<file path="src/include/psw_pkg.sv">
package alu_pkg;

   // Bit positions inside the status byte
   localparam int CARRY_BIT    = 7;
   localparam int AUX_BIT      = 6;
   localparam int USER_A_BIT   = 5;
   localparam int BANK_HI_BIT  = 4;
   localparam int BANK_LO_BIT  = 3;
   localparam int OVERFLOW_BIT = 2;
   localparam int USER_B_BIT   = 1;
   localparam int PARITY_BIT   = 0;
   localparam int NIBBLE_TOP   = 3;
   localparam int BYTE_TOP     = 7;

   localparam logic [7:0] STATUS_RESET    = 8'h00;
   localparam logic [1:0] BANK_RESET      = 2'h0;
   localparam logic [7:0] MUL_BYTE_MAX_HI = 8'h00;
   localparam logic [7:0] ZERO_BYTE       = 8'h00;
   localparam logic [1:0] POINTER_PAD     = 2'h0;

   // Register bus map
   localparam logic [7:0]  STATUS_OFFSET = 8'h00;
   localparam logic [31:0] READ_ZERO     = 32'h0000_0000;
   localparam logic [23:0] READ_PAD      = 24'h00_0000;

   // Operation reported by the execution unit for the current cycle
   typedef enum logic [2:0] {
      alu_none,
      alu_add,
      alu_addc,
      alu_subb,
      alu_mul,
      alu_div,
      alu_other_arith
   } alu_op_type;

   typedef struct packed {
      alu_op_type op;
      logic [7:0] operand_a;
      logic [7:0] operand_b;
   } alu_request_type;

   // Register-file addresses derived from the bank select
   typedef struct packed {
      logic [4:0] reg_address;
      logic [4:0] pointer_address;
   } bank_address_type;

endpackage

</file>
<file path="src/hdl/program_status_flags.sv">
// Chosen here: the address map and the Wishbone interface to the registers.
`timescale 1ns/100ps
module program_status_flags (
   input  wire logic                      clk_i,
   input  wire logic                      rst_i,
   input  wire logic                      wb_cyc_i,
   input  wire logic                      wb_stb_i,
   input  wire logic                      wb_we_i,
   input  wire logic [7:0]                wb_adr_i,
   input  wire logic [3:0]                wb_sel_i,
   input  wire logic [31:0]               wb_dat_i,
   output logic      [31:0]               wb_dat_o,
   output logic                           wb_ack_o,
   input  wire alu_pkg::alu_request_type  alu_req_i,
   input  wire logic [7:0]                accumulator_i,
   input  wire logic [2:0]                reg_index_i,
   input  wire logic                      pointer_sel_i,
   output alu_pkg::bank_address_type      bank_addr_o,
   output logic [7:0]                     program_status_word_o
);
   import alu_pkg::*;

   logic       carry_flag;
   logic       aux_carry_flag;
   logic       user_flag_a;
   logic       user_flag_b;
   logic [1:0] reg_bank_select;
   logic       overflow_flag;
   logic       parity;

   logic       bus_take;
   logic       status_hit;
   logic       status_write;
   logic [7:0] write_byte;

   logic       carry_in;
   logic [8:0] sum_wide;
   logic [4:0] sum_nibble;
   logic [8:0] diff_wide;
   logic [4:0] diff_nibble;
   logic [15:0] product;
   logic       is_arith;
   logic       next_carry;
   logic       next_aux;
   logic       next_overflow;
   logic       ov_group;

   // Bus request decode; one transfer per strobe, ack blocks a second take
   // Only the low byte lane carries the status word; upper lanes are never looked at
   assign bus_take     = wb_cyc_i && wb_stb_i && !wb_ack_o;
   assign status_hit   = (wb_adr_i == STATUS_OFFSET);
   assign status_write = bus_take && wb_we_i && status_hit && wb_sel_i[0];
   assign write_byte   = wb_dat_i[BYTE_TOP:0];

   // Arithmetic results; carry-in only counts for the carry-using forms
   assign carry_in    = ((alu_req_i.op == alu_addc) || (alu_req_i.op == alu_subb)) && carry_flag;
   assign sum_wide    = {1'b0, alu_req_i.operand_a} + {1'b0, alu_req_i.operand_b}
                        + {8'h00, carry_in};
   assign sum_nibble  = {1'b0, alu_req_i.operand_a[NIBBLE_TOP:0]}
                        + {1'b0, alu_req_i.operand_b[NIBBLE_TOP:0]} + {4'h0, carry_in};
   assign diff_wide   = {1'b0, alu_req_i.operand_a} - {1'b0, alu_req_i.operand_b}
                        - {8'h00, carry_in};
   assign diff_nibble = {1'b0, alu_req_i.operand_a[NIBBLE_TOP:0]}
                        - {1'b0, alu_req_i.operand_b[NIBBLE_TOP:0]} - {4'h0, carry_in};
   assign product     = alu_req_i.operand_a * alu_req_i.operand_b;
   assign is_arith    = (alu_req_i.op != alu_none);
   assign ov_group    = is_arith && (alu_req_i.op != alu_other_arith);

   // Flag values produced by the current operation
   always_comb begin
      next_carry    = 1'b0;
      next_aux      = 1'b0;
      next_overflow = overflow_flag;
      case (alu_req_i.op)
         alu_add, alu_addc: begin
            next_carry    = sum_wide[BYTE_TOP + 1];
            next_aux      = sum_nibble[NIBBLE_TOP + 1];
            next_overflow = (alu_req_i.operand_a[BYTE_TOP] == alu_req_i.operand_b[BYTE_TOP])
                            && (sum_wide[BYTE_TOP] != alu_req_i.operand_a[BYTE_TOP]);
         end
         alu_subb: begin
            next_carry    = diff_wide[BYTE_TOP + 1];
            next_aux      = diff_nibble[NIBBLE_TOP + 1];
            next_overflow = (alu_req_i.operand_a[BYTE_TOP] != alu_req_i.operand_b[BYTE_TOP])
                            && (diff_wide[BYTE_TOP] != alu_req_i.operand_a[BYTE_TOP]);
         end
         alu_mul: begin
            next_overflow = (product[15:8] != MUL_BYTE_MAX_HI);
         end
         alu_div: begin
            next_overflow = (alu_req_i.operand_b == ZERO_BYTE);
         end
         default: begin
            next_overflow = overflow_flag;
         end
      endcase
   end

   // Carry pair; the execution unit wins over a bus write in the same cycle
   // Software loses such a collision silently, so firmware must not race the ALU
   always_ff @(posedge clk_i) begin
      if (rst_i) begin
         carry_flag     <= STATUS_RESET[CARRY_BIT];
         aux_carry_flag <= STATUS_RESET[AUX_BIT];
      end else if (is_arith) begin
         carry_flag     <= next_carry;
         aux_carry_flag <= next_aux;
      end else if (status_write) begin
         carry_flag     <= write_byte[CARRY_BIT];
         aux_carry_flag <= write_byte[AUX_BIT];
      end
   end

   // Software-only fields; no hardware event reaches them
   // A bank change moves both the Rn and the pointer addresses on the next cycle
   always_ff @(posedge clk_i) begin
      if (rst_i) begin
         user_flag_a     <= STATUS_RESET[USER_A_BIT];
         user_flag_b     <= STATUS_RESET[USER_B_BIT];
         reg_bank_select <= BANK_RESET;
      end else if (status_write) begin
         user_flag_a     <= write_byte[USER_A_BIT];
         user_flag_b     <= write_byte[USER_B_BIT];
         reg_bank_select <= write_byte[BANK_HI_BIT:BANK_LO_BIT];
      end
   end

   // Overflow; instructions outside the group leave it alone
   // Other arithmetic still reaches the carry pair, so it gets its own priority here
   always_ff @(posedge clk_i) begin
      if (rst_i) begin
         overflow_flag <= STATUS_RESET[OVERFLOW_BIT];
      end else if (ov_group) begin
         overflow_flag <= next_overflow;
      end else if (status_write) begin
         overflow_flag <= write_byte[OVERFLOW_BIT];
      end
   end

   // Parity follows the accumulator register directly, so it never lags it
   assign parity = ^accumulator_i;

   // Status byte as seen by the core and by software
   assign program_status_word_o = {carry_flag, aux_carry_flag, user_flag_a, reg_bank_select,
                                   overflow_flag, user_flag_b, parity};

   // Register operand and pointer placement in internal RAM
   assign bank_addr_o.reg_address     = {reg_bank_select, reg_index_i};
   assign bank_addr_o.pointer_address = {reg_bank_select, POINTER_PAD, pointer_sel_i};

   // Bus answer one cycle after the take; unmapped reads return zero
   always_ff @(posedge clk_i) begin
      if (rst_i) begin
         wb_ack_o <= 1'b0;
      end else begin
         wb_ack_o <= bus_take;
      end
   end

   // Read data captured with the take
   always_ff @(posedge clk_i) begin
      if (rst_i) begin
         wb_dat_o <= READ_ZERO;
      end else if (bus_take && !wb_we_i && status_hit) begin
         wb_dat_o <= {READ_PAD, program_status_word_o};
      end else if (bus_take) begin
         wb_dat_o <= READ_ZERO;
      end
   end
endmodule

</file>
<file path="config.mk">
export PLATFORM = sky130hd
export DESIGN_NAME = program_status_flags
export DESIGN_NICKNAME = d
export VERILOG_FILES = /design/src/include/psw_pkg.sv /design/src/hdl/program_status_flags.sv
export SDC_FILE = /design/constraint.sdc
export NUM_CORES = 1
export LEC_CHECK = 0
export BUFFER_PORTS_ARGS = -buffer_cell sky130_fd_sc_hd__buf_2
export CAP_MARGIN = 15
export CORE_AREA = 2 2 60 119
export DETAILED_ROUTE_END_ITERATION = 7
export DIE_AREA = 0 0 62 121
export GPL_ROUTABILITY_DRIVEN = 0
export PLACE_DENSITY = 0.95
export SLEW_MARGIN = 20
export SYNTH_ARGS = -nofsm -noshare
export SYNTH_HDL_FRONTEND = slang
export SYNTH_SLANG_ARGS = --single-unit
</file>
<file path="constraint.sdc">
create_clock -name clk_i -period 10.4 [get_ports clk_i]
set_input_delay 1.04 -clock clk_i [delete_from_list [all_inputs] [get_ports clk_i]]
set_output_delay 1.04 -clock clk_i [all_outputs]
set_load 0.03 [all_outputs]
</file>
==> results of run 1 <==
[cell type report]
class | count | share of cell area [%]
clock buffers | 4 | 2.28
multi-input cells | 333 | 71.7
flip-flops and latches | 16 | 8.22
well taps | 88 | 2.83
repair buffers | 69 | 8.92
inverters | 63 | 6.07
[stage by stage]
stage / instance area (um^2) / utilization (%) / setup WS (ns)
after floorplan: 3700 / - / 5.38
after CTS: 3900 / 59.3 / 4.84
after global routing: 3900 / 59.3 / 4.56
after detailed placement: 3810 / 58.0 / 4.59
final: 3900 / 59.3 / 4.79
after global placement: 3810 / 58.0 / 4.80
[cell families (layout without fill, tap and decap cells)]
group / after synthesis / after routing
other: 1 / 26
AOI/OAI and AO/OA: 64 / 64
adders and majority gates: 89 / 89
DFF: 16 / 16
muxes: 6 / 6
buffers and inverters: 110 / 136
and+or+nand+nor: 133 / 133
xor gates and xnor gates: 15 / 15
[per-layer routing]
metal	GRT usage, %	wire length, um	share of wire (%)	up-vias
li1	-	-	-	1485
met1	26.7	2980	34	1603
met2	48.1	5120	58	143
met3	2.77	441	5.0	32
met4	10.1	279	3.2	0
met5	0	0	0	-
[cell usage after synthesis (4+ instances only)]
master	n	area share (%)
a211oi_1	6	1.2
a21o_1	5	1.0
a21oi_1	14	1.9
a22oi_1	8	1.7
and2_1	24	4.2
buf_4	41	8.5
dfxtp_1	16	8.9
fa_1	35	19
ha_1	54	19
inv_1	63	6.6
mux2i_1	5	1.4
nand2_1	35	3.6
nand3_1	9	1.2
nor2_1	35	3.6
nor3_1	4	0.56
nor4_1	4	0.69
o21ai_0	7	0.97
or3_1	4	0.69
xnor2_1	13	3.2
[placed cells by master, fill, tap and decap left out, types with 3 or more instances in the layout]
master and instances:
nand3_1 9, and3_1 3, a21oi_1 14, clkbuf_16 3
conb_1 26, nor2b_1 3, a211oi_1 6, or3_1 4
and2_1 24, inv_1 63, a21o_1 5, nor3_1 4
nand2_1 35, o21ai_0 7, xnor2_1 13, dfxtp_1 16
a22oi_1 8, buf_2 68, nor2_1 35, ha_1 54
mux2i_1 5, fa_1 35, a31oi_1 3, o211ai_1 3
nor4_1 4
[power groups by stage]
stage	Sequential, mW	Combinational (mW)	Clock [mW]
global placement	0.0658	0.323	0
detailed placement	0.0657	0.346	0
finish	0.0646	0.352	0.0834
global route	0.0647	0.395	0.0860
floorplan	0.0654	0.278	0
CTS	0.0645	0.348	0.0838
[registers in the layout, indices dropped and copies added, names as in the netlist]
signal	flops
overflow_flag	1
user_flag_b	1
user_flag_a	1
carry_flag	1
aux_carry_flag	1
reg_bank_select	2
wb_dat_o	8
wb_ack_o	1
[critical path, stage by stage]
cell and delay [ns]:
buf_2 0.22, ha_1 0.24, inv_1 0.08, fa_1 0.56
fa_1 0.45, fa_1 0.53, fa_1 0.56, inv_1 0.04
ha_1 0.36, a21oi_1 0.24, o21ai_0 0.20, a21o_1 0.23
a21oi_1 0.27, o221ai_1 0.15, nor4b_1 0.40, o211ai_1 0.13
[worst paths after layout]
path / start / endpoint / slack (ns) / cells past startpoint
worst min register to register: aux_carry_flag$_SDFFE_PP0P_ / aux_carry_flag$_SDFFE_PP0P_ / 0.50 / 2
worst max-delay path: alu_req_i[4] / overflow_flag$_SDFFE_PP0P_ / 4.79 / 16
worst min-delay path: aux_carry_flag$_SDFFE_PP0P_ / aux_carry_flag$_SDFFE_PP0P_ / 0.50 / 2
worst max register to register: carry_flag$_SDFFE_PP0P_ / overflow_flag$_SDFFE_PP0P_ / 7.86 / 11
==> out/results.ini, run 1 <==
[power_and_ir_drop]
p_seq_share_pct=12.9
p_int_mw=0.261
clock_power_share_pct=16.7
peakVddDrop_v=0.000124
powerDensity_nw_per_um2=128
combPwrFrac_pct=70.4
p_leak_nw=2.10
p_sw_mw=0.239
total_power_mw=0.500
power.share.switching_pct=47.8

[min_path]
hold_class=reg2reg

[global_routing]
grt_overflow=0
antenna_found_initial=0
grt_first_pass_wirelength_um=15100
grt_pass1_vias=3518
track_usage_pct=25.6
grt_start_max_net_pins=19

[clock_network]
root_buffer=clkbuf_16
clk_pin_slew_ns=0.05
post-cts-setup-buffers=0
cts-hold-fix-buffers=0
cts_resized=0
cts_buffer_depth=2
cts_max_level=1
numClockSinks=16
clk_latency_ns=0.25
cts_inserted_buffers=3
cts_tree=built

[timing]
setup_viol=0
fin_hold_ws_ns=0.498
hold_viol=0
finalCritPeriodShare_pct=53.9
fmax_mhz=178
max_slew_margin_pct=54.6
finClkSkew_ns=0.00110
worst_slew_pin_slew_ns=0.676
setup_tns_ns=0
drv_slew=0
layout_min_cycle_time_ns=5.61
rsz0062_at_grt=no

[logic_synthesis]
synth_top_family_by_area=adder cells
post_synth_num_cell_types=51
synth_cells=434
synthMuxAreaShare_pct=1.70
ys.flop_type=dfxtp_1
syn_area_per_cell_um2=8.30
synth_adder_area_share_pct=38.2
synth_xor_area_share_pct=3.65
yosysSeqAreaShare_pct=8.89
synth-seq-cells=16
synth_edf_count=0
synthSimpleGateAreaFrac_pct=19.0
async_flop_share_pct=0
yosysWarnings=0
mappedNetlistArea_um2=3600
synth_compound_area_share_pct=12.3

[die]
core_area_um2=6570
io-pin-count=131
die_h_um=121
die_area_um2=7500
initial_core_util_pct=54.9
row_count=42
die_x_um=62

[routing]
drtIter0Drc=131
drt-pass1-iter-count=4
wl_um=8820
drcViolationCount=0
avgViaCountPerCell=5.69
ant_nets=0
vias=3263
post_drt_wl_per_cell_um=15.4

[cells_and_area]
multiInputGateArea_um2=2790
nets=655
syn2layout_area_growth_pct=8.16
register_area_um2=320
nFillCells=580
drive_gt1_share_pct=16.7
finalNonFillerCells=573
diodes=0

[outcome]
run_status=finished, final reports clean

[worst_setup_path]
cp-start-kind=primary input
critPathKind=in2reg
worstSetupEndpointType=flop
crit_required_ns=10.52
cp_max_fo=10
crit_arrival_ns=5.73

[job]
maxCapViolations=0

[place]
dp_hpwl_um=7420
portBuffers=68
dp.cells=569

Power figures use the tool's default switching activity.
==> run 2, diff against run 1 <==
--- a/config.mk
+++ b/config.mk
@@ -7,11 +7,11 @@
 export LEC_CHECK = 0
 export BUFFER_PORTS_ARGS = -buffer_cell sky130_fd_sc_hd__buf_2
 export CAP_MARGIN = 15
-export CORE_AREA = 2 2 60 119
+export CORE_AREA = 2 2 65 129
 export DETAILED_ROUTE_END_ITERATION = 7
-export DIE_AREA = 0 0 62 121
+export DIE_AREA = 0 0 67 131
 export GPL_ROUTABILITY_DRIVEN = 0
-export PLACE_DENSITY = 0.95
+export PLACE_DENSITY = 0.87
 export SLEW_MARGIN = 20
 export SYNTH_ARGS = -nofsm -noshare
 export SYNTH_HDL_FRONTEND = slang
==> constraint.sdc (replaced) <==
create_clock -name clk_i -period 4.7 [get_ports clk_i]
set_input_delay 0.47 -clock clk_i [delete_from_list [all_inputs] [get_ports clk_i]]
set_output_delay 0.47 -clock clk_i [all_outputs]
set_load 0.03 [all_outputs]
==> run 2 against run 1 <==
Net effect: utilization shrank 5.5 points; first-iteration DRC count decreased by 9.9%; largest power group unchanged; combinational power grew to 2.6 times the previous value; clock power is 92% higher; register-to-register slack lost 5.7 ns; sequential share of layout area decreased by 0.61 points.
==> out/results.ini, run 2 (synthesis gave the netlist of run 1 again) <==
[outcome]
run_status=finished, final reports clean  ; unchanged

[place]
portBuffers=68  ; unchanged
placedInstanceArea_um2=4080  ; was 3810 um^2
dp_hpwl_um=7100  ; was 7420 um

[clock_network]
root_buffer=clkbuf_16  ; unchanged
numClockSinks=16  ; unchanged
clk_latency_ns=0.24  ; was 0.25 ns
cts_buffer_depth=2  ; unchanged
cts_inserted_buffers=3  ; unchanged
cts-hold-fix-buffers=0  ; unchanged
clk_pin_slew_ns=0.05  ; about the same
cts_tree=built  ; unchanged
post-cts-setup-buffers=0  ; unchanged
cts_max_level=1  ; unchanged

[routing]
post_drt_wl_per_cell_um=13.4  ; was 15.4 um
vias=3164  ; was 3263
drt-pass1-iter-count=6  ; was 4
drcViolationCount=0  ; unchanged
met2_length_um=4490  ; was 5120 um
ant_nets=0  ; unchanged
drtIter0Drc=118  ; was 131
wl_um=8250  ; was 8820 um
top_layer=met4  ; unchanged
wl_met3_um=377  ; was 441 um
avgViaCountPerCell=5.14  ; was 5.69
wl_met1_um=3260  ; was 2980 um

[min_path]
hold_path_depth=3  ; was 2
hold_class=in2reg  ; was reg2reg
worst_hold_path.endpoint=reg_bank_select[0]$_SDFFE_PP0P_  ; was aux_carry_flag$_SDFFE_PP0P_
hold_start=wb_dat_i[3]  ; was aux_carry_flag$_SDFFE_PP0P_

[worst_setup_path]
critPathTopFamily=adder cells  ; unchanged
critPathKind=in2reg  ; unchanged
crit_arrival_ns=4.57  ; was 5.73 ns
r2r_slack_ns=2.20  ; was 7.86 ns
max_stage_delay_ns=0.56  ; about the same
rr_startpoint=carry_flag$_SDFFE_PP0P_  ; unchanged
reg2reg_depth=11  ; unchanged
crit_chain=buf_2, ha_1, inv_1, fa_1, fa_1, fa_1, fa_1, inv_1, ha_1, buf_4, nand4_1, a21oi_2, a21o_1, xnor2_1, o221ai_1, nor4b_2, o211ai_1  ; was buf_2, ha_1, inv_1, fa_1, fa_1, fa_1, fa_1, inv_1, ha_1, a21oi_1, o21ai_0, a21o_1, a21oi_1, o221ai_1, nor4b_1, o211ai_1
worstSetupEndpointType=flop  ; unchanged
cpMaxStageDelayCell=fa_1  ; unchanged
crit_top_cell=fa_1  ; unchanged
worst_r2r_endpoint=overflow_flag$_SDFFE_PP0P_  ; unchanged
cp-startpoint=alu_req_i[4]  ; unchanged
cp_max_fo=6  ; was 10
cp-start-kind=primary input  ; unchanged
critical_path_buf_inv_count=4  ; was 3
crit_required_ns=4.82  ; was 10.52 ns

[timing]
max_slew_margin_pct=56.7  ; was 54.6%
fmax_mhz=225
setup_viol=0  ; unchanged
layout_min_cycle_time_ns=4.45
hold_viol=0  ; unchanged
drv_slew=0  ; unchanged
worst_slew_pin_slew_ns=0.645  ; was 0.676 ns
finClkSkew_ns=0.00103  ; was 0.00110 ns
finalCritPeriodShare_pct=94.7

[die]
core_area_um2=7830  ; was 6570 um^2
io-pin-count=131  ; unchanged
die_x_um=67  ; was 62 um
row_count=46  ; was 42
die_h_um=131  ; was 121 um
initial_core_util_pct=46.0  ; was 54.9%
die_area_um2=8780  ; was 7500 um^2

[cells_and_area]
largest_reg_flops=8  ; unchanged
nets=690  ; was 655
stdcell_area_um2=4210  ; was 3900 um^2
nFillCells=716  ; was 580
syn2layout_area_growth_pct=16.8  ; was 8.16%
reg_top3=wb_dat_o: 8 flops, reg_bank_select: 2 flops  ; unchanged
largest-register=wb_dat_o  ; unchanged
final_common_cell=buf_2  ; unchanged
diodes=0  ; unchanged
most-common-layout-cells=66 x buf_2, 62 x inv_1, 52 x ha_1, 37 x buf_4  ; was 68 x buf_2, 63 x inv_1, 54 x ha_1
drive_gt1_share_pct=24.1  ; was 16.7%
final_util_pct=53.8  ; was 59.3%

[power_and_ir_drop]
powerDensity_nw_per_um2=286  ; was 128 nW/um^2
p_leak_nw=2.26  ; was 2.10 nW
peakVddDrop_v=0.000304  ; was 0.000124 V

[job]
maxCapViolations=0  ; unchanged

[global_routing]
track_usage_pct=19.3  ; was 25.6%
grt_first_pass_wirelength_um=13500  ; was 15100 um
grt_pass1_vias=3157  ; was 3518
antenna_found_initial=0  ; unchanged
grt_overflow=0  ; unchanged
grt_start_max_net_pins=19  ; unchanged

[run 2: final cells by class]
cell class              count  area, um^2  area share (%)
inverters                  63         236            5.62
well taps                  96         120            2.85
multi-input cells         333        2840            67.4
repair buffers            104         619            14.7
flip-flops and latches     16         320            7.61
clock buffers               3        75.1            1.78
[run 2: report_power, final]
group | leakage [nW] | total [mW] | internal, mW | switching [mW]
clock | 0.0370 | 0.160 | 0.111 | 0.0486
sequential | 0.130 | 0.143 | 0.139 | 0.00371
combinational | 2.10 | 0.899 | 0.405 | 0.494
total | 2.26 | 1.20 | 0.656 | 0.546
[run 2: stage by stage]
stage | std cells | setup TNS, ns | total power [mW] | hold slack (ns) | worst slack (ns)
after CTS | 615 | 0 | 1.16 | 0.469 | 0.0918
after detailed placement | 612 | -0.248 | 0.990 | 0.473 | -0.248
final | 615 | 0 | 1.20 | 0.468 | 0.250
after global placement | 612 | -0.181 | 0.961 | 0.474 | -0.181
after floorplan | 459 | 0 | 0.760 | 0.453 | 0.252
after global routing | 615 | -0.0129 | 1.34 | 0.485 | -0.0129
[run 2: routing by layer]
metal | up-vias | track usage, %
li1 | 1557 | -
met1 | 1497 | 23.7
met2 | 94 | 35.6
met3 | 16 | 1.80
met4 | 0 | 3.96
met5 | - | 0
[run 2: worst reg2reg max path, stage by stage (launching register included)]
cell,delay [ns]
dfxtp_1,0.43
nand2_1,0.09
ha_1,0.28
a21o_1,0.18
ha_1,0.26
nand2_1,0.09
a31oi_1,0.13
or3_1,0.36
o32ai_1,0.28
a211o_1,0.16
o21ai_1,0.07
o211ai_1,0.09
[run 2: timing repair]
action,in CTS,in global routing
pin swaps,0,7
endpoints found under the setup margin,1,1
resized for setup,1,16
[run 2: worst max path at each step]
stage          slack [ns]  cells after the start                          to
2_1_floorplan        0.25                     15  overflow_flag$_SDFFE_PP0P_
3_3_place_gp        -0.18                     18  overflow_flag$_SDFFE_PP0P_
3_5_place_dp        -0.25                     18  overflow_flag$_SDFFE_PP0P_
4_1_cts              0.09                     18  overflow_flag$_SDFFE_PP0P_
5_1_grt             -0.01                     17  overflow_flag$_SDFFE_PP0P_
6_report             0.25                     17  overflow_flag$_SDFFE_PP0P_
==> run 3, diff against run 2 <==
--- a/config.mk
+++ b/config.mk
@@ -5,13 +5,13 @@
 export SDC_FILE = /design/constraint.sdc
 export NUM_CORES = 1
 export LEC_CHECK = 0
-export BUFFER_PORTS_ARGS = -buffer_cell sky130_fd_sc_hd__buf_2
 export CAP_MARGIN = 15
-export CORE_AREA = 2 2 65 129
+export CORE_AREA = 2 2 58 115
 export DETAILED_ROUTE_END_ITERATION = 7
-export DIE_AREA = 0 0 67 131
+export DIE_AREA = 0 0 60 117
+export DONT_BUFFER_PORTS = 1
 export GPL_ROUTABILITY_DRIVEN = 0
-export PLACE_DENSITY = 0.87
+export PLACE_DENSITY = 0.86
 export SLEW_MARGIN = 20
 export SYNTH_ARGS = -nofsm -noshare
 export SYNTH_HDL_FRONTEND = slang
==> run 3 against run 2 <==
Net effect: combinational power fell by 15%; total power fell by 9.5%; clock-buffer cell count rose by 1.
==> out/results.ini, run 3 (synthesis gave the netlist of run 1 again) <==
[outcome]
run_status=finished, final reports clean  ; unchanged

[worst_setup_path]
cp-start-kind=primary input  ; unchanged
crit_arrival_ns=4.56  ; was 4.57 ns
critPathKind=in2reg  ; unchanged
worstSetupEndpointType=flop  ; unchanged
cp_max_fo=10  ; was 6
crit_required_ns=4.82  ; about the same

[power_and_ir_drop]
powerDensity_nw_per_um2=301  ; was 286 nW/um^2
peakVddDrop_v=0.000360  ; was 0.000304 V
p_leak_nw=1.84  ; was 2.26 nW
total_power_mw=1.09  ; was 1.20 mW

[routing]
vias=2864  ; was 3164
wl_met1_um=2910  ; was 3260 um
met2_length_um=4070  ; was 4490 um
wl_um=7580  ; was 8250 um
drt-pass1-iter-count=4  ; was 6
drcViolationCount=0  ; unchanged
drtIter0Drc=135  ; was 118
top_layer=met4  ; unchanged
avgViaCountPerCell=5.60  ; was 5.14
ant_nets=0  ; unchanged
wl_met3_um=445  ; was 377 um
post_drt_wl_per_cell_um=14.8  ; was 13.4 um

[cells_and_area]
diodes=0  ; unchanged
final_util_pct=58.2  ; was 53.8%
multiInputGateArea_um2=2790  ; was 2840 um^2
most-common-layout-cells=63 x inv_1, 54 x ha_1, 35 x nand2_1, 35 x nor2_1, 35 x fa_1  ; was 66 x buf_2, 62 x inv_1, 52 x ha_1, 37 x buf_4
nets=595  ; was 690
final_common_cell=inv_1  ; was buf_2
reg_top3=wb_dat_o: 8 flops, reg_bank_select: 2 flops  ; unchanged
largest-register=wb_dat_o  ; unchanged
drive_gt1_share_pct=4.94  ; was 24.1%
largest_reg_flops=8  ; unchanged
nFillCells=551  ; was 716
syn2layout_area_growth_pct=0.313  ; was 16.8%
register_area_um2=320  ; unchanged

[clock_network]
clk_latency_ns=0.24  ; about the same
post-cts-setup-buffers=0  ; unchanged
cts_buffer_depth=2  ; unchanged
clk_pin_slew_ns=0.05  ; about the same
numClockSinks=16  ; unchanged
cts_inserted_buffers=3  ; unchanged
cts_tree=built  ; unchanged
cts_max_level=1  ; unchanged
root_buffer=clkbuf_16  ; unchanged

[place]
portBuffers=0  ; was 68
dp_hpwl_um=6300  ; was 7100 um

[timing]
worst_slew_pin_slew_ns=0.934  ; was 0.645 ns
drv_slew=0  ; unchanged
layout_min_cycle_time_ns=4.44  ; was 4.45 ns
max_slew_margin_pct=37.7  ; was 56.7%
setup_viol=0  ; unchanged
rsz0062_at_grt=no
hold_viol=0  ; unchanged
setup_tns_ns=0  ; unchanged
fin_hold_ws_ns=0.287  ; was 0.468 ns
finClkSkew_ns=0.00226  ; was 0.00103 ns
fmax_mhz=225  ; about the same
finalCritPeriodShare_pct=94.4  ; was 94.7%

[die]
die_area_um2=7020  ; was 8780 um^2
initial_core_util_pct=58.1  ; was 46.0%
core_area_um2=6210  ; was 7830 um^2
die_x_um=60  ; was 67 um
row_count=41  ; was 46
die_h_um=117  ; was 131 um
io-pin-count=131  ; unchanged

[global_routing]
grt_first_pass_wirelength_um=12200  ; was 13500 um
track_usage_pct=21.9  ; was 19.3%
antenna_found_initial=0  ; unchanged
grt_overflow=0  ; unchanged
grt_start_max_net_pins=19  ; unchanged
grt_pass1_vias=2811  ; was 3157

[job]
maxCapViolations=0  ; unchanged

[min_path]
hold_class=in2reg  ; unchanged

[run 3: changes by cell type in the layout (fill, tap and decap cells not counted), sizes merged]
cell    previous run  this run
buf              104         9
clkbuf             3         4
[run 3: area by class of cell]
type / instances / share of cell area (%)
sequential: 16 / 8.86
clock buffer: 4 / 2.46
tap: 86 / 2.98
timing repair buffer: 9 / 1.87
multi-input combinational: 333 / 77.3
inverter: 63 / 6.54
[run 3: report_power, final]
| part | leakage (nW) | switching, mW | internal (mW) |
|---|---|---|---|
| clock network | 0.0442 | 0.0492 | 0.129 |
| registers | 0.130 | 0.0103 | 0.139 |
| logic | 1.67 | 0.430 | 0.330 |
| total | 1.84 | 0.489 | 0.598 |
[run 3: final timing paths]
kind,slack (ns),depth (start not counted),start,to
max,0.26,16,alu_req_i[9],overflow_flag$_SDFFE_PP0P_
min,0.29,1,rst_i,aux_carry_flag$_SDFFE_PP0P_
max reg2reg,1.96,11,carry_flag$_SDFFE_PP0P_,overflow_flag$_SDFFE_PP0P_
min reg2reg,0.64,2,aux_carry_flag$_SDFFE_PP0P_,aux_carry_flag$_SDFFE_PP0P_
[run 3: through the flow]
stage / instances / worst slack [ns] / cell area [um^2]
after floorplan: 459 / 0.252 / 3700
after global placement: 507 / 0.0236 / 3530
after detailed placement: 507 / -0.0161 / 3530
after CTS: 511 / 0.224 / 3610
after global routing: 511 / 0.000714 / 3610
final: 511 / 0.262 / 3610
[run 3: layer usage]
metal  vias to the layer above  global-route usage, %
li1                       1362                      -
met1                      1388                   28.2
met2                       104                   37.6
met3                        10                   3.85
met4                         0                   4.74
met5                         -                      0
[run 3: worst max-delay path: stages]
cell      delay (ns)
and2_1          0.15
fa_1            0.45
fa_1            0.54
inv_1           0.05
fa_1            0.47
inv_1           0.05
fa_1            0.47
ha_1            0.22
or3_1           0.37
a41o_1          0.24
a21o_1          0.19
a21oi_1         0.20
o221ai_1        0.14
nor4b_1         0.31
buf_4           0.17
o211ai_1        0.07
[run 3: timing repair]
item,4_1_cts,5_1_grt
endpoints found under the setup margin,0,1
resized for setup,0,1
hold buffers,0,0
